### src/design/core_pc_stack_memmap_consts.vh
/*
  Constants for the program counter, return stack and pointer block.
  Assumes a 32-bit classic Wishbone register bus with byte addresses.
*/
`ifndef CORE_PC_STACK_MEMMAP_CONSTS_VH
`define CORE_PC_STACK_MEMMAP_CONSTS_VH

`define PC_W            15
`define STK_DEPTH       16
`define STK_FULL        5'h10
`define STK_PTR_W       5
`define PTR_W           16
`define RESET_VECTOR    15'h0000
`define INT_VECTOR      15'h0004
`define MASK_4K         15'h0fff
`define MASK_8K         15'h1fff
`define PROG_SEL_BIT    15
`define LIN_BASE_TAG    3'h1
`define GPR_BANK_BYTES  13'h0050
`define GPR_BANK_OFFSET 7'h20
`define GPR_BANK_COUNT  5'h1f

`define OFF_CTRL        8'h00
`define OFF_POWER_CONTROL_REG        8'h04
`define OFF_PC          8'h08
`define OFF_STKPTR      8'h0c
`define OFF_PTR0        8'h10
`define OFF_PTR1        8'h14

`define CTRL_STKRST_BIT 0
`define CTRL_SIZE8K_BIT 1
`define POWER_CONTROL_REG_OVF_BIT    0
`define POWER_CONTROL_REG_UNF_BIT    1
`define CTRL_RESET      2'h0

`endif

### src/design/core_pc_stack_memmap.v
/*
  Program counter, 16-deep return stack, interrupt context shadows, two
  indirect pointers with program-memory reads, and the flash address path.
  Assumes a synchronous instruction sequencer, a flash array that returns the
  word for the presented address within the same cycle, and a classic
  Wishbone master for the control and status registers.
*/
// Contract
// - Sixteen-entry, fifteen-bit hardware return stack.
// - Push overflow and pop underflow set flags.
// - Enabled stack error requests a software reset.
// - Two 16-bit pointers reach data and program.
// - Program-memory pointer read takes one extra cycle.
// - Pointers offer linear view of banked RAM.
// - Program counter is fifteen bits wide.
// - Addresses above implemented memory wrap around.
// - Reset starts at zero, interrupts at four.
// - Interrupt entry shadows context, return restores it.
// - Top 128 words form the endurance region.
// - Only low byte there has high endurance.
// - Pointer high bit seven selects program memory.
// - Program read loads low eight bits into W.
// - Pointer writes never alter program memory.
`timescale 1ns/1ns
`default_nettype none
`include "core_pc_stack_memmap_consts.vh"

module core_pc_stack_memmap (
  input  wire        mclk,
  input  wire        resetn,
  input  wire        wb_cyc_i,
  input  wire        wb_stb_i,
  input  wire        wb_we_i,
  input  wire [7:0]  wb_adr_i,
  input  wire [3:0]  wb_sel_i,
  input  wire [31:0] wb_dat_i,
  output reg  [31:0] wb_dat_o,
  output reg         wb_ack_o,
  input  wire        seq_advance,
  input  wire        seq_jump,
  input  wire [14:0] seq_jump_addr,
  input  wire        seq_call,
  input  wire        seq_return,
  input  wire        int_entry,
  input  wire        int_return,
  input  wire [31:0] ctx_in,
  output reg  [31:0] ctx_out,
  output reg         ctx_restore,
  input  wire        ind_req,
  input  wire        ind_sel,
  input  wire        ind_we,
  output wire        ind_busy,
  output reg         ind_done,
  output reg         ind_prog,
  output reg  [11:0] ind_data_addr,
  output reg         w_load,
  output reg  [7:0]  w_load_data,
  output wire [14:0] pfm_addr,
  input  wire [13:0] pfm_rdata,
  output wire        high_endurance_hit,
  output wire        high_endurance_low_byte,
  output reg         soft_reset_req
);

  localparam ST_IDLE  = 1'b0;
  localparam ST_FETCH = 1'b1;

  reg [14:0] pc_q;
  reg [14:0] pc_d;
  reg [14:0] stack_mem [0:`STK_DEPTH-1];
  reg [4:0]  stk_ptr_q;
  reg [4:0]  stk_ptr_d;
  reg        push;
  reg        pop;
  reg [14:0] push_val;
  reg        ovf_ev;
  reg        unf_ev;
  reg        stack_overflow_flag_q;
  reg        stack_underflow_flag_q;
  reg [1:0]  ctrl_q;
  reg [15:0] ptr0_q;
  reg [15:0] ptr1_q;
  reg [15:0] shadow_ptr0_q;
  reg [15:0] shadow_ptr1_q;
  reg [31:0] shadow_ctx_q;
  reg        state_q;
  reg [14:0] fetch_addr_q;
  reg [31:0] rd_mux;
  wire [14:0] addr_mask;
  wire [14:0] pc_next_seq;
  wire [15:0] sel_ptr;
  wire        wb_req;
  wire        wb_wr;
  wire [12:0] lin_off;
  wire [4:0]  lin_bank;
  wire [12:0] lin_idx;
  wire [11:0] lin_addr;
  wire [11:0] data_addr;
  wire [12:0] lin_quot;
  wire [4:0]  stk_top;

  // Wrap-around by truncation to the implemented width.
  assign addr_mask   = ctrl_q[`CTRL_SIZE8K_BIT] ? `MASK_8K : `MASK_4K;
  assign pc_next_seq = (pc_q + 15'h0001) & addr_mask;

  assign wb_req = wb_cyc_i & wb_stb_i & ~wb_ack_o;
  assign wb_wr  = wb_req & wb_we_i;

  // The flash sees the pointer address during the extra fetch cycle.
  assign pfm_addr = (state_q == ST_FETCH) ? fetch_addr_q : pc_q;
  assign ind_busy = (state_q == ST_FETCH);

  // Top 128 words of the implemented space; low byte only is endurant.
  assign high_endurance_hit      = (&pfm_addr[11:7]) & (~ctrl_q[`CTRL_SIZE8K_BIT] | pfm_addr[12]);
  assign high_endurance_low_byte = high_endurance_hit;

  // Linear view of the general purpose RAM across banks.
  assign sel_ptr   = ind_sel ? ptr1_q : ptr0_q;
  assign lin_off   = sel_ptr[12:0];
  assign lin_quot  = lin_off / `GPR_BANK_BYTES;
  assign lin_bank  = lin_quot[4:0];
  assign lin_idx   = lin_off % `GPR_BANK_BYTES;
  assign lin_addr  = {lin_bank, `GPR_BANK_OFFSET + lin_idx[6:0]};
  assign data_addr = (sel_ptr[15:13] == `LIN_BASE_TAG) ? lin_addr : sel_ptr[11:0];
  assign stk_top   = stk_ptr_q - 5'h01;

  // Program counter sequencing and stack requests.
  always @* begin
    pc_d     = pc_q;
    push     = 1'b0;
    pop      = 1'b0;
    push_val = pc_next_seq;
    if (int_entry) begin
      push     = 1'b1;
      push_val = pc_q;
      pc_d     = `INT_VECTOR;
    end else if (seq_call) begin
      push = 1'b1;
      pc_d = seq_jump_addr & addr_mask;
    end else if (seq_return | int_return) begin
      pop = 1'b1;
      if (stk_ptr_q != 5'h00) begin
        pc_d = stack_mem[stk_top[3:0]] & addr_mask;
      end
    end else if (seq_jump) begin
      pc_d = seq_jump_addr & addr_mask;
    end else if (seq_advance & (state_q == ST_IDLE)) begin
      pc_d = pc_next_seq;
    end
  end

  // Stack depth tracking and error events.
  always @* begin
    stk_ptr_d = stk_ptr_q;
    ovf_ev    = 1'b0;
    unf_ev    = 1'b0;
    if (push) begin
      if (stk_ptr_q == `STK_FULL) begin
        ovf_ev = 1'b1;
      end else begin
        stk_ptr_d = stk_ptr_q + 5'h01;
      end
    end else if (pop) begin
      if (stk_ptr_q == 5'h00) begin
        unf_ev = 1'b1;
      end else begin
        stk_ptr_d = stk_ptr_q - 5'h01;
      end
    end
  end

  always @(posedge mclk) begin
    if (push & (stk_ptr_q != `STK_FULL)) begin
      stack_mem[stk_ptr_q[3:0]] <= push_val;
    end
  end

  always @(posedge mclk or negedge resetn) begin
    if (!resetn) begin
      pc_q      <= `RESET_VECTOR;
      stk_ptr_q <= 5'h00;
    end else begin
      pc_q      <= pc_d;
      stk_ptr_q <= stk_ptr_d;
    end
  end

  // Sticky stack error flags; a new event beats a clear in the same cycle.
  always @(posedge mclk or negedge resetn) begin
    if (!resetn) begin
      stack_overflow_flag_q  <= 1'b0;
      stack_underflow_flag_q <= 1'b0;
      soft_reset_req         <= 1'b0;
    end else begin
      if (ovf_ev) begin
        stack_overflow_flag_q <= 1'b1;
      end else if (wb_wr & (wb_adr_i == `OFF_POWER_CONTROL_REG) & wb_sel_i[0] & wb_dat_i[`POWER_CONTROL_REG_OVF_BIT]) begin
        stack_overflow_flag_q <= 1'b0;
      end
      if (unf_ev) begin
        stack_underflow_flag_q <= 1'b1;
      end else if (wb_wr & (wb_adr_i == `OFF_POWER_CONTROL_REG) & wb_sel_i[0] & wb_dat_i[`POWER_CONTROL_REG_UNF_BIT]) begin
        stack_underflow_flag_q <= 1'b0;
      end
      soft_reset_req <= (ovf_ev | unf_ev) & ctrl_q[`CTRL_STKRST_BIT];
    end
  end

  // Context shadows, saved on entry and restored on return.
  always @(posedge mclk or negedge resetn) begin
    if (!resetn) begin
      shadow_ctx_q  <= 32'h0000_0000;
      shadow_ptr0_q <= 16'h0000;
      shadow_ptr1_q <= 16'h0000;
      ctx_out       <= 32'h0000_0000;
      ctx_restore   <= 1'b0;
    end else begin
      ctx_restore <= int_return & ~int_entry;
      if (int_entry) begin
        shadow_ctx_q  <= ctx_in;
        shadow_ptr0_q <= ptr0_q;
        shadow_ptr1_q <= ptr1_q;
      end else if (int_return) begin
        ctx_out <= shadow_ctx_q;
      end
    end
  end

  // Control register and the two pointers; interrupt return wins over the bus.
  always @(posedge mclk or negedge resetn) begin
    if (!resetn) begin
      ctrl_q <= `CTRL_RESET;
      ptr0_q <= 16'h0000;
      ptr1_q <= 16'h0000;
    end else if (int_return & ~int_entry) begin
      ptr0_q <= shadow_ptr0_q;
      ptr1_q <= shadow_ptr1_q;
    end else if (wb_wr) begin
      if (wb_adr_i == `OFF_CTRL) begin
        if (wb_sel_i[0]) begin
          ctrl_q <= wb_dat_i[1:0];
        end
      end else if (wb_adr_i == `OFF_PTR0) begin
        if (wb_sel_i[0]) begin
          ptr0_q[7:0] <= wb_dat_i[7:0];
        end
        if (wb_sel_i[1]) begin
          ptr0_q[15:8] <= wb_dat_i[15:8];
        end
      end else if (wb_adr_i == `OFF_PTR1) begin
        if (wb_sel_i[0]) begin
          ptr1_q[7:0] <= wb_dat_i[7:0];
        end
        if (wb_sel_i[1]) begin
          ptr1_q[15:8] <= wb_dat_i[15:8];
        end
      end
    end
  end

  // Indirect access sequencer; program reads take one extra cycle.
  always @(posedge mclk or negedge resetn) begin
    if (!resetn) begin
      state_q       <= ST_IDLE;
      fetch_addr_q  <= 15'h0000;
      ind_done      <= 1'b0;
      ind_prog      <= 1'b0;
      ind_data_addr <= 12'h000;
      w_load        <= 1'b0;
      w_load_data   <= 8'h00;
    end else begin
      ind_done <= 1'b0;
      w_load   <= 1'b0;
      case (state_q)
        ST_IDLE: begin
          if (ind_req) begin
            ind_prog <= sel_ptr[`PROG_SEL_BIT];
            if (sel_ptr[`PROG_SEL_BIT] & ~ind_we) begin
              fetch_addr_q <= sel_ptr[14:0] & addr_mask;
              state_q      <= ST_FETCH;
            end else begin
              ind_data_addr <= sel_ptr[`PROG_SEL_BIT] ? ind_data_addr : data_addr;
              ind_done      <= 1'b1;
            end
          end
        end
        ST_FETCH: begin
          w_load_data <= pfm_rdata[7:0];
          w_load      <= 1'b1;
          ind_done    <= 1'b1;
          state_q     <= ST_IDLE;
        end
        default: begin
          state_q <= ST_IDLE;
        end
      endcase
    end
  end

  // Read data selection; unmapped offsets read as zero.
  always @* begin
    rd_mux = 32'h0000_0000;
    if (wb_adr_i == `OFF_CTRL) begin
      rd_mux = {30'h0000_0000, ctrl_q};
    end else if (wb_adr_i == `OFF_POWER_CONTROL_REG) begin
      rd_mux = {30'h0000_0000, stack_underflow_flag_q, stack_overflow_flag_q};
    end else if (wb_adr_i == `OFF_PC) begin
      rd_mux = {17'h00000, pc_q};
    end else if (wb_adr_i == `OFF_STKPTR) begin
      rd_mux = {27'h0000000, stk_ptr_q};
    end else if (wb_adr_i == `OFF_PTR0) begin
      rd_mux = {16'h0000, ptr0_q};
    end else if (wb_adr_i == `OFF_PTR1) begin
      rd_mux = {16'h0000, ptr1_q};
    end
  end

  always @(posedge mclk or negedge resetn) begin
    if (!resetn) begin
      wb_ack_o <= 1'b0;
      wb_dat_o <= 32'h0000_0000;
    end else begin
      wb_ack_o <= wb_req;
      if (wb_req & ~wb_we_i) begin
        wb_dat_o <= rd_mux;
      end
    end
  end

endmodule

`default_nettype wire

### config.mk
export PLATFORM = sky130hd
export DESIGN_NAME = core_pc_stack_memmap
export DESIGN_NICKNAME = d
export VERILOG_FILES = /design/src/design/core_pc_stack_memmap.v
export VERILOG_INCLUDE_DIRS = /design/src /design/src/design
export SDC_FILE = /design/constraint.sdc
export NUM_CORES = 1
export LEC_CHECK = 0
export BUFFER_PORTS_ARGS = -buffer_cell sky130_fd_sc_hd__buf_2
export CAP_MARGIN = 20
export CELL_PAD_IN_SITES_DETAIL_PLACEMENT = 1
export CELL_PAD_IN_SITES_GLOBAL_PLACEMENT = 2
export CORE_ASPECT_RATIO = 0.5
export CORE_MARGIN = 10
export CORE_UTILIZATION = 40
export DETAILED_ROUTE_END_ITERATION = 7
export GPL_ROUTABILITY_DRIVEN = 0
export PLACE_DENSITY = 0.86
export SLEW_MARGIN = 25
export SYNTH_ARGS = -nofsm -noshare
export SYNTH_HDL_FRONTEND = slang
export SYNTH_SLANG_ARGS = --single-unit
### constraint.sdc
create_clock -name mclk -period 4.6 [get_ports mclk]
set_clock_uncertainty 0.05 [all_clocks]
set_input_delay 0.69 -clock mclk [delete_from_list [all_inputs] [get_ports mclk]]
set_output_delay 0.69 -clock mclk [all_outputs]
set_load 0.005 [all_outputs]
==> impl_metrics.ini, run 1 <==
[place]
portBuffers = 182
post-place-ws_ns = 0.381
dp_hpwl_um = 35700

[timing]
finalHoldViolCount = 0
period_needed_ns = 3.69
fin_tns_setup_ns = 0
finalSetupViolations = 0
fin_hold_ws_ns = 0.199
fin_ws_ns = 0.907
fin_crit_sh = 0.803
drv_slew = 0
tightestPinTransition_ns = 1.12
rsz0062_at_grt = false
max_freq_mhz = 271
slew_headroom = 0.254

[route]
vias = 12300
first_pass_iters = 6
avgRoutedWirePerCell_um = 23.1
avgViaCountPerCell = 5.51
finalWirelength_um = 51600
postRouteAntennaNets = 0
drcViolationCount = 0
drt_iter0_markers = 1098

[cts]
cts_tree = yes
clk_pin_slew_ns = 0.06
cts.repair.resized = 0
htreeDepth = 2
clockRootBuffer = clkbuf_16
clock_latency_ns = 0.55
holdBufCountCts = 0
clkSinkCount = 414
cts_setup_buffers = 0
clockBufferDepth = 3
cts_buffers = 39

[logic_synthesis]
yosysSeqAreaShare = 0.614
yosysWarnings = 0
yosysMostFrequentCell = edfxtp_1
synthTopCellsByCount = edfxtp_1, dfrtp_1, nand2_1
ys_top_cells_by_area = edfxtp_1, dfrtp_1, mux4_2
syn_inst = 1418
synth_top_area_cell = edfxtp_1
synth-seq-cells = 414
syn_area_per_cell_sq_um = 13.1
synth_top_area_frac = 0.337
yosys_most_used_dff = edfxtp_1
synth_area_sq_um = 18600
synth_edf_count = 208
async_flop_share = 0.498
synth_cell_type_count = 77

[run]
drv_cap = 0

[layout]
final_util = 0.469
layout-drive-gt1-share = 0.289
regArea_sq_um = 11400
syn_to_final_growth_pct = 15.0
fin_nets = 1698
multi_input_area_sq_um = 6750
fillerInstances = 4717

[pwr]
power_w = 0.0123
ir_drop_mv = 0.320
powerDensity_nw_per_um2 = 577
leakage_nw = 8.40

[floorplan]
die_w_um = 325
core-area_sq_um = 45500
num_rows = 55
die_area_sq_um = 55900
io_pins = 227
die_height_um = 172
initial_utilization = 0.408

[setup_path]
cp_max_fo = 18
path_class = in -> reg
start_kind = input port
crit_start = ind_sel
cp.required_ns = 4.97
critPathCaptureType = register
crit_arrival_ns = 4.06
worstReg2RegStart = stk_ptr_q[0]

[global_route]
antenna_found_initial = 1
grt.total_usage = 0.178
grt_max_degree = 110
overflow = 0
grt_pass1_vias = 13400
grt_pass1_wl_um = 78900

[run_status]
status = completed

[worst_hold_path]
hp-class = in -> async
## cell type report
cell class	count	share of cell area
multi-input combinational	898	0.316
inverter	9	0.00158
tap	627	0.0368
timing repair buffer	212	0.0547
antenna	1	0.000117
clock inverter	16	0.00592
clock buffer	54	0.0502
sequential	414	0.534
## stage by stage
step / std cells / instance area [sq um]
after floorplan: 1435 / 18600
after global placement: 2159 / 20000
after detailed placement: 2159 / 20000
after CTS: 2229 / 21200
after global routing: 2231 / 21300
final: 2231 / 21300
## cells in the final DEF (no fill, tap or decap), types with 5 or more instances in the layout
cell | Yosys | final
edfxtp_1 | 208 | 208
dfrtp_1 | 206 | 204
nand2_1 | 180 | 180
buf_2 | 7 | 180
nor2_1 | 99 | 97
a21oi_1 | 95 | 95
mux2_2 | 94 | 94
mux4_2 | 65 | 65
o21ai_0 | 57 | 57
clkbuf_16 | 0 | 39
and2_1 | 33 | 33
buf_4 | 22 | 30
nor3_1 | 23 | 23
mux2i_1 | 23 | 23
nand3_1 | 19 | 19
conb_1 | 1 | 18
a31oi_1 | 14 | 14
xnor2_1 | 19 | 12
o31ai_1 | 11 | 11
a22oi_1 | 11 | 11
clkbuf_1 | 71 | 11
o41ai_1 | 10 | 10
nand4_1 | 9 | 9
inv_1 | 9 | 8
nand2b_1 | 9 | 8
xor2_1 | 13 | 8
xnor2_2 | 0 | 7
nor4_1 | 7 | 7
and3_1 | 6 | 6
clkinv_1 | 0 | 6
xor2_2 | 0 | 5
o22ai_1 | 5 | 5
o221ai_1 | 5 | 5
clkbuf_8 | 0 | 5
## final timing paths
path	endpoint	slack, ns	cells past startpoint
max in group asynchronous	shadow_ctx_q[21]	3.14	2
min in group mclk	shadow_ctx_q[12]	0.33	2
hold / removal	ind_data_addr[8]	0.20	1
hold reg to reg	ctx_out[14]	0.41	2
setup / recovery	ind_data_addr[5]	0.91	11
setup reg to reg	pc_q[3]	0.99	9
## critical path, stage by stage
cell and delay (ns):
buf_2 0.42, mux2_2 0.53, o311ai_1 0.31, a31oi_1 0.18, a221oi_4 0.49, mux2i_1 0.51
a221oi_1 0.20, o31ai_2 0.15, nand2_2 0.13, a2111oi_2 0.40, a211oi_2 0.06
## registers in the layout (all words and copies together) (netlist names), 2 cells and up
register,count
stack_mem,208
pc_q,13
ctrl_q,2
stk_ptr_q,5
ptr1_q,16
ind_data_addr,12
shadow_ptr1_q,16
shadow_ptr0_q,16
shadow_ctx_q,32
ctx_out,32
fetch_addr_q,13
wb_dat_o,16
w_load_data,8
ptr0_q,16
## report_power, final
group / total, W / switching (W) / internal [W]
clock: 0.00311 / 0.00141 / 0.00170
combinational: 0.00395 / 0.00217 / 0.00177
sequential: 0.00525 / 0.000511 / 0.00474
total: 0.0123 / 0.00409 / 0.00821
## layer usage
layer	wire length, um	global-route usage
met5	0	0
met3	2100	0.0296
met1	20900	0.212
met2	27000	0.325
met4	1620	0.0648
## cells by family after synthesis
kind of cell,count (synthesis),share of synthesized area
muxes,188,0.153
buffers and inverters,123,0.0311
adders and majority gates,7,0.00445
AOI/OAI and AO/OA,246,0.0832
DFF,414,0.614
xor gates and xnor gates,32,0.0151
other,1,0.000202
and+or+nand+nor,407,0.0984
(Power assumes the default switching activity.)
==> run 2: changes to the inputs <==
- ABC_AREA: unset -> 1
- CORE_UTILIZATION: 40 -> 37
- PLACE_DENSITY: 0.86 -> 0.87
- clock period: 4.6 -> 3.5 ns (I/O delays scaled with it)
==> impl_metrics.ini, run 2 <==
[run_status]
status = completed

[cts]
clk_pin_slew_ns = 0.07
clockRootBuffer = clkbuf_16
cts_tree = yes
htreeDepth = 2
clkSinkCount = 414
clockBufferDepth = 3
clock_latency_ns = 0.55
cts_buffers = 39

[logic_synthesis]
yosysSeqAreaShare = 0.622
yosysWarnings = 0
synth_top_area_cell = edfxtp_1
synth-seq-cells = 414
synth_area_sq_um = 18300
syn_area_per_cell_sq_um = 9.83
synthTopCellsByCount = nand2_1, o21ai_0, edfxtp_1
synth_cell_type_count = 48
yosys_most_used_dff = edfxtp_1
async_flop_share = 0.498
synth_edf_count = 208
syn_inst = 1864
synth_top_area_frac = 0.341
yosysMostFrequentCell = nand2_1
ys_top_cells_by_area = edfxtp_1, dfrtp_1, nand2_1

[floorplan]
core-area_sq_um = 48700
num_rows = 57
die_area_sq_um = 59400
initial_utilization = 0.376
die_w_um = 335
io_pins = 227
die_height_um = 177

[worst_hold_path]
min_path_cells = 3
hp-class = in -> reg

[place]
placed_area_sq_um = 20400
post-place-ws_ns = -0.217
portBuffers = 182
dp_hpwl_um = 37600

[global_route]
overflow = 0
antenna_found_initial = 3
grt_max_degree = 108
grt.total_usage = 0.182
grt_pass1_vias = 15000
grt_pass1_wl_um = 86100

[timing]
drv_slew = 0
fin_crit_sh = 0.929
max_freq_mhz = 308
fin_tns_setup_ns = 0
finalSetupViolations = 0
tightestPinTransition_ns = 0.974
fin_hold_ws_ns = 0.124
slew_headroom = 0.351
fin_ws_ns = 0.249
period_needed_ns = 3.25
finalHoldViolCount = 0

[setup_path]
cp.required_ns = 3.88
path_class = reg -> reg
cp_slowest_cell = dfrtp_1
crit_arrival_ns = 3.63
slowest_delay_ns = 0.42
crit_buf_inv = 5
crit_top_cell = nand2_2
reg2reg_setup_slack_ns = 0.25
critPathCaptureType = register
critical_path_depth = 29
start_kind = register
cp_max_fo = 4
r2r_cells = 29
critPathTopFamily = simple AND/OR/NAND/NOR gates

[route]
drt_iter0_markers = 922
avgViaCountPerCell = 5.20
vias = 14400
postRouteAntennaNets = 0
first_pass_iters = 5
drcViolationCount = 0
finalWirelength_um = 55600
avgRoutedWirePerCell_um = 20.0

[layout]
layout-drive-gt1-share = 0.203
largest_reg_flops = 208
fillerInstances = 5488
final_common_cell = nand2_1
final_util = 0.451
fin_nets = 2218
layout_common_cells = nand2_1, o21ai_0, edfxtp_1
postLayoutCellArea_sq_um = 22000
syn_to_final_growth_pct = 19.9

[run]
drv_cap = 0

[pwr]
powerDensity_nw_per_um2 = 819
leakage_nw = 9.58
ir_drop_mv = 0.463
## run 2: cell count changes in the layout (fill, tap and decap cells not counted), moves of 30 or more
cell      delta
buf_4       +69
a221oi_1    +30
inv_1      +147
and2_1      -33
o21ai_0    +192
nand2_1    +262
a21oi_1     +30
mux4_2      -65
mux2_2      -82
## run 2: repair_timing
| action | in CTS | in global routing |
|---|---|---|
| setup buffers | 0 | 10 |
| setup endpoints to repair | 0 | 4 |
| hold endpoints to repair | 83 | 0 |
| resized for setup | 0 | 44 |
| hold buffers | 1 | 0 |
## run 2: layout make-up
type | instances | area [sq um] | share of cell area
Antenna cell | 3 | 7.51 | 0.000342
Clock buffer | 61 | 1200 | 0.0547
Clock inverter | 11 | 118 | 0.00535
Inverter | 172 | 647 | 0.0295
Multi-Input combinational cell | 1182 | 6030 | 0.274
Sequential cell | 414 | 11400 | 0.519
Tap cell | 649 | 812 | 0.0370
Timing Repair Buffer | 285 | 1750 | 0.0796
## run 2: worst paths after layout
path / end / start
worst max-delay path: ind_data_addr[5] / ptr1_q[10]
worst min-delay path: shadow_ctx_q[30] / ctx_in[30]
worst max register to register: ind_data_addr[5] / ptr1_q[10]
worst min register to register: ind_data_addr[1] / ind_data_addr[1]
max in group asynchronous: stk_ptr_q[0] / resetn
min in group asynchronous: ctx_out[19] / resetn
## run 2: where the power goes
group          total [W]  switching, W  internal [W]
registers        0.00660      0.000421       0.00618
logic            0.00697       0.00462       0.00235
clock network    0.00442       0.00189       0.00252
total             0.0180       0.00693        0.0110
## run 2: logic make-up after synthesis
logic type | synth area share
AOI/OAI and AO/OA | 0.154
xor gates and xnor gates | 0.00717
muxes | 0.00738
buffers and inverters | 0.0627
and+or+nand+nor | 0.143
other | 0.000205
adders and majority gates | 0.00342
DFF | 0.622
## run 2: metrics by stage
| step | power [W] | cells |
|---|---|---|
| 6_report | 0.0180 | 2777 |
| 5_1_grt | 0.0191 | 2774 |
| 4_1_cts | 0.0178 | 2764 |
| 3_5_place_dp | 0.0134 | 2691 |
| 3_3_place_gp | 0.0131 | 2691 |
| 2_1_floorplan | 0.0107 | 1881 |
## run 2: worst register-to-register path, delay by kind of cell, from the launching register on
kind	cells	cell delay (ns)
AND/OR/NAND/NOR	20	1.81
AO/OA/AOI/OAI	4	0.47
flip-flops	1	0.42
buffers and inverters	5	0.40
## run 2: metal layers
metal,GRT usage,share of wire,vias up
li1,-,-,6779
met1,0.225,0.42,7236
met2,0.327,0.51,313
met3,0.0308,0.042,102
met4,0.0506,0.024,2
met5,0,0.00022,-
==> run 3: changes to the inputs <==
- CELL_PAD_IN_SITES_DETAIL_PLACEMENT: 1 -> unset
- CELL_PAD_IN_SITES_GLOBAL_PLACEMENT: 2 -> unset
- CORE_UTILIZATION: 37 -> 55
- PLACE_DENSITY: 0.87 -> 0.83
==> impl_metrics.ini, run 3 (synthesized netlist as in run 2, its figures left out) <==
[run]
drv_cap = 0

[place]
post-place-ws_ns = -0.196
portBuffers = 182
dp_hpwl_um = 32200

[cts]
holdBufCountCts = 0
clockRootBuffer = clkbuf_16
clkSinkCount = 414
htreeDepth = 2
cts_tree = yes
cts_buffers = 37
clk_pin_slew_ns = 0.07
clock_latency_ns = 0.54
clockBufferDepth = 3

[timing]
fin_hold_ws_ns = -0.00362
fin_ws_ns = 0.199
drv_slew = 0
finalHoldViolCount = 4
max_freq_mhz = 303
fin_tns_setup_ns = 0
fin_crit_sh = 0.943
period_needed_ns = 3.30
finalSetupViolations = 0
tightestPinTransition_ns = 1.28
slew_headroom = 0.136

[layout]
fin_nets = 2195
syn_to_final_growth_pct = 16.2
multi_input_area_sq_um = 5970
final_common_cell = nand2_1
layout_common_cells = nand2_1, o21ai_0, edfxtp_1
layout-drive-gt1-share = 0.188
regArea_sq_um = 11400
largest_reg_flops = 208
fillerInstances = 2462

[setup_path]
cp.required_ns = 3.93
crit_arrival_ns = 3.73
cp_max_fo = 21
start_kind = register
critPathCaptureType = register
path_class = reg -> reg

[pwr]
power_w = 0.0172
ir_drop_mv = 0.699
leakage_nw = 9.35
powerDensity_nw_per_um2 = 810

[floorplan]
core-area_sq_um = 32900
initial_utilization = 0.556
num_rows = 47
die_w_um = 278
io_pins = 227
die_area_sq_um = 41500
die_height_um = 149

[global_route]
overflow = 0
grt_max_degree = 113
grt_pass1_vias = 14300
antenna_found_initial = 3
grt_pass1_wl_um = 76300
grt.total_usage = 0.226

[route]
first_pass_iters = 7
finalWirelength_um = 48700
avgViaCountPerCell = 5.76
drt_iter0_markers = 1609
drcViolationCount = 0
postRouteAntennaNets = 0
avgRoutedWirePerCell_um = 19.2
vias = 14600

[worst_hold_path]
hp-class = in -> async

[run_status]
violations = negative hold slack
status = finished with violations
==> run 3: cell count changes in the layout (fill, tap and decap cells not counted), moves of 3 or more <==
cell      before  now
buf_4         99   79
clkbuf_8      10    5
nand2_1      442  447
nand2_4       17   12
o21ai_2        6    3
==> run 3: critical path: stages, from the launching register on <==
cell,delay (ns)
dfrtp_1,0.37
inv_1,0.14
ha_1,0.24
xnor2_1,0.71
inv_1,0.14
buf_4,0.26
o311ai_0,0.62
a21oi_1,0.19
a221o_1,0.29
nand2_1,0.06
a32o_1,0.15
==> run 3: worst paths after layout <==
kind / from / endpoint / slack (ns) / cells past startpoint
min in group mclk: pfm_rdata[5] / w_load_data[5] / 0.14 / 3
setup / recovery: stk_ptr_q[1] / pc_q[11] / 0.20 / 10
hold reg to reg: w_load_data[2] / w_load_data[2] / 0.42 / 2
hold / removal: resetn / w_load_data[4] / -0.004 / 1
max in group asynchronous: resetn / stk_ptr_q[0] / 2.47 / 2
setup reg to reg: stk_ptr_q[1] / pc_q[11] / 0.20 / 10
==> run 3: metal layers <==
layer,global-route usage,up-vias,share of wire
li1,-,6724,-
met1,0.278,6971,0.39
met2,0.387,773,0.49
met3,0.0467,153,0.084
met4,0.0931,4,0.038
met5,0,-,0.00043
==> run 3: power by group <==
group          internal [W]  total [W]  switching, W
Clock               0.00213    0.00387       0.00174
Sequential          0.00618    0.00659      0.000415
Combinational       0.00223    0.00677       0.00454
==> run 3: area by class of cell <==
| cell class | instances | area share |
|---|---|---|
| Tap cell | 441 | 0.0259 |
| Clock buffer | 53 | 0.0502 |
| Antenna cell | 3 | 0.000353 |
| Multi-Input combinational cell | 1182 | 0.280 |
| Timing Repair Buffer | 264 | 0.0742 |
| Clock inverter | 11 | 0.00253 |
| Sequential cell | 414 | 0.536 |
| Inverter | 172 | 0.0303 |
==> run 3: what timing repair did <==
action	in CTS	in global routing
setup endpoints to repair	0	4
resized for setup	0	28
setup buffers	0	9
==> run 3: stage by stage <==
| stage | utilization | hold slack, ns | cells | cell area, sq um |
|---|---|---|---|---|
| 6_report | 0.646 | -0.00362 | 2540 | 21300 |
| 5_1_grt | 0.646 | 0.0365 | 2538 | 21300 |
| 4_1_cts | 0.641 | 0.0348 | 2528 | 21100 |
| 3_5_place_dp | 0.606 | 0.403 | 2464 | 20000 |
| 3_3_place_gp | 0.606 | 0.399 | 2463 | 20000 |
| 2_1_floorplan | - | 0.179 | 1881 | 18400 |
